==> src/hw/rpi_pkg.sv <==
// Register map and field layout of the receive-port event status block
package rpi_pkg;

  // ----------------------------------------------------------------
  // Register offsets
  // ----------------------------------------------------------------
  localparam logic [7:0] PORT_SELECT_ADDR       = 8'h4C;
  localparam logic [7:0] CAMERA_RX_STATUS_ADDR  = 8'h7A;
  localparam logic [7:0] EVENT_ENABLES_LOW_ADDR = 8'hD9;
  localparam logic [7:0] EVENT_FLAGS_HIGH_ADDR  = 8'hDA;
  localparam logic [7:0] EVENT_FLAGS_LOW_ADDR   = 8'hDB;
  localparam logic [7:0] FWD_GPIO_STATUS_ADDR   = 8'hDC;
  localparam logic [7:0] SENSOR_FALL_ADDR       = 8'hDF;

  // ----------------------------------------------------------------
  // Reset values
  // ----------------------------------------------------------------
  localparam logic [7:0] ENABLES_LOW_RESET = 8'h00;
  localparam logic [4:0] FLAGS_HIGH_RESET  = 5'h00;
  localparam logic [6:0] FLAGS_LOW_RESET   = 7'h00;
  localparam logic [3:0] IO_RESET          = 4'h0;
  localparam logic [7:0] DATA_ZERO         = 8'h00;

  // ----------------------------------------------------------------
  // High event register fields
  // ----------------------------------------------------------------
  localparam int HI_FWD_GPIO = 4;
  localparam int HI_SENSOR   = 3;
  localparam int HI_ENC_ERR  = 2;
  localparam int HI_SEQ_ERR  = 1;
  localparam int HI_CRC_ERR  = 0;
  localparam int HI_WIDTH    = 5;

  // ----------------------------------------------------------------
  // Low event register fields
  // ----------------------------------------------------------------
  localparam int LO_LINE_LEN = 6;
  localparam int LO_LINE_CNT = 5;
  localparam int LO_OVERFLOW = 4;
  localparam int LO_CSI_ERR  = 3;
  localparam int LO_PARITY   = 2;
  localparam int LO_PORT_OK  = 1;
  localparam int LO_LOCK     = 0;
  localparam int LO_WIDTH    = 7;

  // ----------------------------------------------------------------
  // Forward GPIO status fields and edge enable layout
  // ----------------------------------------------------------------
  localparam int IO_COUNT     = 4;
  localparam int IO_EVENT_LSB = 4;
  localparam int EDGE_FALL    = 1;
  localparam int EDGE_RISE    = 0;

endpackage

==> src/hw/rpi_port_events.sv <==
// Per-port event flags, forward GPIO status and interrupt output
module rpi_port_events #(
  parameter int         NPORTS           = 2,
  parameter logic [7:0] STATUS_FIRST_ADDR  = 8'h4D,
  parameter logic [7:0] STATUS_SECOND_ADDR = 8'h4E,
  parameter logic [7:0] SENSOR_RISE_ADDR   = 8'hDE
) (
  // Clock and reset
  input  wire  logic       mclk,
  input  wire  logic       rstn,
  // Register access from the serial slave
  input  wire  logic [7:0] reg_addr,
  input  wire  logic       reg_wr,
  input  wire  logic       reg_rd,
  input  wire  logic [7:0] reg_wdata,
  output logic       [7:0] reg_rdata,
  // Per-port event pulses
  input  wire  logic [NPORTS-1:0] link_encoding_fault,
  input  wire  logic [NPORTS-1:0] ctrl_sequence_fault,
  input  wire  logic [NPORTS-1:0] ctrl_crc_fault,
  input  wire  logic [NPORTS-1:0] line_length_changed,
  input  wire  logic [NPORTS-1:0] line_count_changed,
  input  wire  logic [NPORTS-1:0] rx_overflow,
  input  wire  logic [NPORTS-1:0] csi_rx_fault,
  input  wire  logic [NPORTS-1:0] parity_fault,
  input  wire  logic [NPORTS-1:0] port_valid_changed,
  input  wire  logic [NPORTS-1:0] lock_changed,
  input  wire  logic [NPORTS-1:0] sensor_changed,
  // Forward GPIO levels and edge enables
  input  wire  logic [3:0] fwd_io_level [NPORTS],
  input  wire  logic [7:0] fwd_edge_en  [NPORTS],
  // High event enables from the neighbouring register
  input  wire  logic [4:0] high_enables [NPORTS],
  // Interrupt
  output logic             irq
);

  localparam int PSW = (NPORTS > 1) ? $clog2(NPORTS) : 1;

  // ----------------------------------------------------------------
  // State
  // ----------------------------------------------------------------
  logic [PSW-1:0] port_sel,        next_port_sel;
  logic [7:0]     enables_low    [NPORTS];
  logic [7:0]     next_enables_low [NPORTS];
  logic [4:0]     flags_high     [NPORTS];
  logic [4:0]     next_flags_high [NPORTS];
  logic [6:0]     flags_low      [NPORTS];
  logic [6:0]     next_flags_low [NPORTS];
  logic [3:0]     io_events      [NPORTS];
  logic [3:0]     next_io_events [NPORTS];
  logic [3:0]     io_prev        [NPORTS];
  logic [3:0]     next_io_prev   [NPORTS];
  logic [NPORTS-1:0] rise_seen,    next_rise_seen;
  logic [NPORTS-1:0] fall_seen,    next_fall_seen;
  logic [7:0]     next_rdata;
  logic           next_irq;
  logic           irq_cause;

  // ----------------------------------------------------------------
  // Next-state logic
  // ----------------------------------------------------------------
  always_comb begin
    logic       sel;
    logic       rd_first;
    logic       rd_second;
    logic       rd_csi;
    logic       rd_gpio;
    logic       rd_rise;
    logic       rd_fall;
    logic       sens_done;
    logic [3:0] edges;
    logic [4:0] hi_set;
    logic [4:0] hi_clr;
    logic [6:0] lo_set;
    logic [6:0] lo_clr;
    sel = 1'b0;
    rd_first = 1'b0;
    rd_second = 1'b0;
    rd_csi = 1'b0;
    rd_gpio = 1'b0;
    rd_rise = 1'b0;
    rd_fall = 1'b0;
    sens_done = 1'b0;
    edges = IO_ZERO();
    hi_set = rpi_pkg::FLAGS_HIGH_RESET;
    hi_clr = rpi_pkg::FLAGS_HIGH_RESET;
    lo_set = rpi_pkg::FLAGS_LOW_RESET;
    lo_clr = rpi_pkg::FLAGS_LOW_RESET;
    irq_cause = 1'b0;
    next_port_sel = port_sel;
    next_rise_seen = rise_seen;
    next_fall_seen = fall_seen;
    next_rdata = rpi_pkg::DATA_ZERO;
    if (reg_wr && reg_addr == rpi_pkg::PORT_SELECT_ADDR) begin
      next_port_sel = reg_wdata[PSW-1:0];
    end
    if (reg_rd && reg_addr == rpi_pkg::PORT_SELECT_ADDR) begin
      next_rdata[PSW-1:0] = port_sel;
    end
    for (int p = 0; p < NPORTS; p++) begin
      sel = (port_sel == PSW'(p));
      rd_first = reg_rd && sel && reg_addr == STATUS_FIRST_ADDR;
      rd_second = reg_rd && sel && reg_addr == STATUS_SECOND_ADDR;
      rd_csi = reg_rd && sel && reg_addr == rpi_pkg::CAMERA_RX_STATUS_ADDR;
      rd_gpio = reg_rd && sel && reg_addr == rpi_pkg::FWD_GPIO_STATUS_ADDR;
      rd_rise = reg_rd && sel && reg_addr == SENSOR_RISE_ADDR;
      rd_fall = reg_rd && sel && reg_addr == rpi_pkg::SENSOR_FALL_ADDR;
      // Edge detection on the forward GPIO levels
      for (int i = 0; i < rpi_pkg::IO_COUNT; i++) begin
        edges[i] = (fwd_io_level[p][i] && !io_prev[p][i] &&
                    fwd_edge_en[p][2*i+rpi_pkg::EDGE_RISE]) ||
                   (!fwd_io_level[p][i] && io_prev[p][i] &&
                    fwd_edge_en[p][2*i+rpi_pkg::EDGE_FALL]);
      end
      next_io_prev[p] = fwd_io_level[p];
      // Sensor flag waits for both rise and fall status reads
      sens_done = (rise_seen[p] || rd_rise) && (fall_seen[p] || rd_fall);
      next_rise_seen[p] = sens_done ? 1'b0 : (rise_seen[p] || rd_rise);
      next_fall_seen[p] = sens_done ? 1'b0 : (fall_seen[p] || rd_fall);
      hi_set = rpi_pkg::FLAGS_HIGH_RESET;
      hi_set[rpi_pkg::HI_FWD_GPIO] = |edges;
      hi_set[rpi_pkg::HI_SENSOR]   = sensor_changed[p];
      hi_set[rpi_pkg::HI_ENC_ERR]  = link_encoding_fault[p];
      hi_set[rpi_pkg::HI_SEQ_ERR]  = ctrl_sequence_fault[p];
      hi_set[rpi_pkg::HI_CRC_ERR]  = ctrl_crc_fault[p];
      hi_clr = rpi_pkg::FLAGS_HIGH_RESET;
      hi_clr[rpi_pkg::HI_FWD_GPIO] = rd_gpio;
      hi_clr[rpi_pkg::HI_SENSOR]   = sens_done;
      hi_clr[rpi_pkg::HI_ENC_ERR]  = rd_second;
      hi_clr[rpi_pkg::HI_SEQ_ERR]  = rd_first;
      hi_clr[rpi_pkg::HI_CRC_ERR]  = rd_first;
      lo_set = rpi_pkg::FLAGS_LOW_RESET;
      lo_set[rpi_pkg::LO_LINE_LEN] = line_length_changed[p];
      lo_set[rpi_pkg::LO_LINE_CNT] = line_count_changed[p];
      lo_set[rpi_pkg::LO_OVERFLOW] = rx_overflow[p];
      lo_set[rpi_pkg::LO_CSI_ERR]  = csi_rx_fault[p];
      lo_set[rpi_pkg::LO_PARITY]   = parity_fault[p];
      lo_set[rpi_pkg::LO_PORT_OK]  = port_valid_changed[p];
      lo_set[rpi_pkg::LO_LOCK]     = lock_changed[p];
      lo_clr = rpi_pkg::FLAGS_LOW_RESET;
      lo_clr[rpi_pkg::LO_LINE_LEN] = rd_second;
      lo_clr[rpi_pkg::LO_LINE_CNT] = rd_second;
      lo_clr[rpi_pkg::LO_OVERFLOW] = rd_second;
      lo_clr[rpi_pkg::LO_CSI_ERR]  = rd_csi;
      lo_clr[rpi_pkg::LO_PARITY]   = rd_first;
      lo_clr[rpi_pkg::LO_PORT_OK]  = rd_first;
      lo_clr[rpi_pkg::LO_LOCK]     = rd_first;
      // Set wins over a clear in the same cycle
      next_flags_high[p] = (flags_high[p] & ~hi_clr) | hi_set;
      next_flags_low[p]  = (flags_low[p] & ~lo_clr) | lo_set;
      next_io_events[p]  = (rd_gpio ? IO_ZERO() : io_events[p]) |
                           edges;
      next_enables_low[p] = enables_low[p];
      if (reg_wr && sel && reg_addr == rpi_pkg::EVENT_ENABLES_LOW_ADDR) begin
        next_enables_low[p] = reg_wdata;
      end
      // Read data of the selected port, reserved bits at zero
      if (reg_rd && sel) begin
        case (reg_addr)
          rpi_pkg::EVENT_ENABLES_LOW_ADDR: next_rdata = enables_low[p];
          rpi_pkg::EVENT_FLAGS_HIGH_ADDR:
            next_rdata = {3'h0, flags_high[p]};
          rpi_pkg::EVENT_FLAGS_LOW_ADDR:
            next_rdata = {1'h0, flags_low[p]};
          rpi_pkg::FWD_GPIO_STATUS_ADDR:
            next_rdata = {io_events[p], fwd_io_level[p]};
          default: ;
        endcase
      end
      irq_cause = irq_cause ||
                  |(flags_low[p] & enables_low[p][6:0]) ||
                  |(flags_high[p] & high_enables[p]);
    end
    next_irq = irq_cause;
  end

  function automatic logic [3:0] IO_ZERO();
    return rpi_pkg::IO_RESET;
  endfunction

  // ----------------------------------------------------------------
  // Registers
  // ----------------------------------------------------------------
  always_ff @(posedge mclk or negedge rstn) begin
    if (!rstn) begin
      port_sel <= '0;
      rise_seen <= '0;
      fall_seen <= '0;
      reg_rdata <= rpi_pkg::DATA_ZERO;
      irq <= 1'b0;
      for (int p = 0; p < NPORTS; p++) begin
        enables_low[p] <= rpi_pkg::ENABLES_LOW_RESET;
        flags_high[p]  <= rpi_pkg::FLAGS_HIGH_RESET;
        flags_low[p]   <= rpi_pkg::FLAGS_LOW_RESET;
        io_events[p]   <= rpi_pkg::IO_RESET;
        io_prev[p]     <= rpi_pkg::IO_RESET;
      end
    end else begin
      port_sel <= next_port_sel;
      rise_seen <= next_rise_seen;
      fall_seen <= next_fall_seen;
      reg_rdata <= next_rdata;
      irq <= next_irq;
      for (int p = 0; p < NPORTS; p++) begin
        enables_low[p] <= next_enables_low[p];
        flags_high[p]  <= next_flags_high[p];
        flags_low[p]   <= next_flags_low[p];
        io_events[p]   <= next_io_events[p];
        io_prev[p]     <= next_io_prev[p];
      end
    end
  end
endmodule

==> config.mk <==
export PLATFORM = sky130hd
export DESIGN_NAME = rpi_port_events
export DESIGN_NICKNAME = d
export VERILOG_FILES = /design/src/hw/rpi_pkg.sv /design/src/hw/rpi_port_events.sv
export SDC_FILE = /design/constraint.sdc
export NUM_CORES = 1
export LEC_CHECK = 0
export ABC_AREA = 0
export BUFFER_PORTS_ARGS = -buffer_cell sky130_fd_sc_hd__buf_2
export CORE_UTILIZATION = 53
export CTS_CLUSTER_DIAMETER = 150
export DETAILED_ROUTE_END_ITERATION = 10
export PLACE_DENSITY = 0.84
export RECOVER_POWER = 100
export SYNTH_ARGS = -nofsm -noshare
export SYNTH_HDL_FRONTEND = slang
export SYNTH_SLANG_ARGS = --single-unit
==> constraint.sdc <==
create_clock -name mclk -period 1.8 [get_ports mclk]
set_clock_uncertainty 0.1 [all_clocks]
set_input_delay 0.09 -clock mclk [delete_from_list [all_inputs] [get_ports mclk]]
set_output_delay 0.09 -clock mclk [all_outputs]
set_load 0.1 [all_outputs]
==> impl_metrics.yaml <==
floorplan:
  die_y_um: 82.4
  die_w_um: 82.4
  io_pins: 85
  core-area_mm2: 0.00606
  die_area_mm2: 0.00679
  start_util_pct: 56.5
  rows: 28
global_route:
  grt_pass1_vias: 2967
  gr-usage-all-layers_pct: 30.1
  overflow: 0
  grt_pass1_wl_um: 14600
  grt_max_degree: 71
  antenna_found_initial: 0
setup_path:
  end_kind: "register"
  cp_top_family: "buffers and inverters"
  critPathKind: "reg2reg"
  path_max_fanout: 8
  slowest_stage: "dfrtp_1"
  crit_chain: "inv_1 > and4_1 > clkbuf_2 > mux2_1"
  cp.required_ns: 1.93
  worst_path_largest_cell_delay_ns: 0.46
  arrival_ns: 1.87
  worst-path-buf-inv: 2
  cp-start-kind: "register"
cts:
  cts-htree-levels: 3
  clockBufferDepth: 2
  cts.sinks: 70
  post_cts_buffers: 0
  clk_pin_slew_ns: 0.07
  ctsRootBufferMaster: "clkbuf_8"
  cts_buffers: 9
  cts_tree: "yes"
  insertion_delay_ns: 0.35
routing:
  post-route-drc-count: 0
  drt_iter0_drc: 311
  post_drt_wl_per_cell_um: 18.6
  dr_total_vias: 2927
  firstDrtPassIters: 4
  detail_route.vias_per_cell: 5.94
  ant_nets: 0
  wirelength_um: 9170
power:
  power_frac_clock_pct: 34.8
  seqPwrFrac_pct: 52.0
  power.internal_mw: 2.30
  p_comb_share_pct: 13.2
  p_leak_nw: 1.96
  swShare_pct: 25.8
  p_per_area_mw_per_mm2: 693
  p_sw_mw: 0.801
  irDropWorstVdd_mv: 0.562
logic_synthesis:
  synthCells: 277
  yosys_warnings: 0
  netlist_area_mm2: 0.00343
  synthSimpleGateAreaFrac_pct: 13.7
  synthAdderAreaFrac_pct: 0
  synthFlopType: "dfrtp_1"
  synth_xor_area_share_pct: 0
  synthMuxAreaShare_pct: 11.8
  synth-edff-count: 0
  syn_nets: 353
  async_flop_share_pct: 100
  synth_top_family_by_area: "compound AO/OA/AOI/OAI gates"
  synth_seq_cells: 70
  synth-compound-area-share_pct: 20.9
  postSynthAreaPerCell_um2: 12.4
  ys_seq_area_share_pct: 51.1
  ys_types: 47
place:
  hpwl_um: 6270
  globalplace.congestion: 0.873
  portBuffers: 84
  place_area_mm2: 0.00397
timing:
  layout_worst_path_cycle_share_pct: 96.5
  setup_viol: 0
  min_period_ns: 1.74
  hold_viol_final: 0
  fmax_mhz: 576
  timing.slew.headroom_pct: 37.6
  tns_ns: 0
  rsz0062_at_grt: "no"
  slew_viol_final: 0
  max_slew.worst_pin.slew_ns: 0.936
final_layout:
  layout_commonest_cell: "dfrtp_1"
  area_growth_syn_to_layout_pct: 30.8
  nets: 489
  layout-drive-gt1-share_pct: 32.5
  antennaDiodeCount: 0
  final_cell_mix: "dfrtp_1, buf_2, dlygate4sd3_1, a21o_1, a22oi_1"
  post-route-cell-area_mm2: 0.00448
status:
  run_status: "finished clean"
hold_path:
  hold_class: "in2reg"
run:
  drv_cap: 0
==> timing repair <==
| item | 4_1_cts | 5_1_grt |
|---|---|---|
| gates resized for setup | 0 | 1 |
| endpoints found under the hold margin | 121 | 0 |
| hold buffers | 42 | 0 |
| setup endpoints to repair | 0 | 2 |
==> logic make-up after synthesis <==
| family | after synthesis |
|---|---|
| AOI/OAI and AO/OA | 94 |
| buffers and inverters | 14 |
| DFF | 70 |
| muxes | 33 |
| and+or+nand+nor | 66 |
==> flip-flops by register name, indices dropped and copies added (netlist names) <==
signal	count
enables_low	16
fall_seen	2
flags_high	10
flags_low	14
io_events	8
io_prev	8
irq	1
port_sel	1
reg_rdata	8
rise_seen	2
==> tightest hold or removal path, delay by kind of cell <==
family | cells | cell delay [ns]
buffers and inverters | 1 | 0.12
multiplexers | 1 | 0.14
AND/OR/NAND/NOR | 1 | 0.07
==> cell usage after synthesis, types with 2 or more instances <==
cell,number,area share (%)
buf_6,3,0.99
nand2_1,12,1.3
a21o_1,30,6.6
a2bb2oi_1,12,3.1
nand4_1,5,0.91
a22o_1,2,0.51
nor2b_1,4,0.73
a22oi_1,24,5.3
nor2_1,7,0.77
a2111oi_2,2,0.88
o211ai_1,3,0.66
nand3_1,5,0.73
nand4b_1,2,0.51
nand3b_1,8,1.8
dfrtp_1,70,51
o22ai_1,6,1.1
inv_1,3,0.33
mux2i_1,6,1.8
mux2_2,18,5.9
buf_2,3,0.44
and2_1,4,0.73
clkbuf_1,3,0.33
nand2b_1,3,0.55
o21ai_0,9,1.3
nand3_2,2,0.58
nand2b_4,2,0.80
mux2_4,8,3.5
or4_1,2,0.44
==> area by class of cell <==
| type | count | area (um^2) |
|---|---|---|
| clock buffers | 10 | 128 |
| clock inverters | 6 | 38.8 |
| fillers | 437 | 1580 |
| inverters | 3 | 11.3 |
| multi-input cells | 193 | 1560 |
| flip-flops and latches | 70 | 1750 |
| well taps | 75 | 93.8 |
| repair buffers | 136 | 900 |
==> worst paths after layout <==
check	cells past startpoint	from	endpoint	slack (ns)
setup / recovery	4	port_sel$_DFFE_PN0P_	enables_low[12]$_DFFE_PN0P_	0.06
hold / removal	3	reg_wr	port_sel$_DFFE_PN0P_	0.007
setup reg to reg	4	port_sel$_DFFE_PN0P_	enables_low[12]$_DFFE_PN0P_	0.06
hold reg to reg	1	fall_seen[1]$_DFF_PN0_	rise_seen[1]$_DFF_PN0_	0.38
max in group asynchronous	3	rstn	flags_high[1]$_DFF_PN0_	0.57
min in group asynchronous	3	rstn	io_prev[0]$_DFF_PN0_	0.40
==> power by group through the flow <==
stage	Sequential [mW]	Clock, mW	Combinational, mW
finish	1.62	1.08	0.409
floorplan	1.65	0	0.161
detailed placement	1.65	0	0.345
CTS	1.62	1.09	0.415
global route	1.62	1.16	0.446
global placement	1.64	0	0.336
==> metrics by stage <==
stage	total power, mW	setup slack [ns]	std cells	hold WS, ns	util [%]
2_1_floorplan	1.81	0.358	277	-0.306	-
3_3_place_gp	1.98	0.165	435	0.0400	65.5
4_1_cts	3.12	0.0958	493	0.00657	75.2
5_1_grt	3.23	0.0617	493	0.0278	74.0
6_report	3.11	0.0633	493	0.00655	74.0
3_5_place_dp	1.99	0.117	435	0.0425	65.5
==> metal layers <==
| metal | GRT usage [%] | wire, um | vias up |
|---|---|---|---|
| met4 | 13.5 | 225 | 0 |
| met1 | 36.6 | 3860 | 1423 |
| met3 | 6.70 | 586 | 29 |
| met2 | 51.1 | 4500 | 131 |
| met5 | 0 | 0 | - |
| li1 | - | - | 1344 |
(Power assumes the default switching activity.)
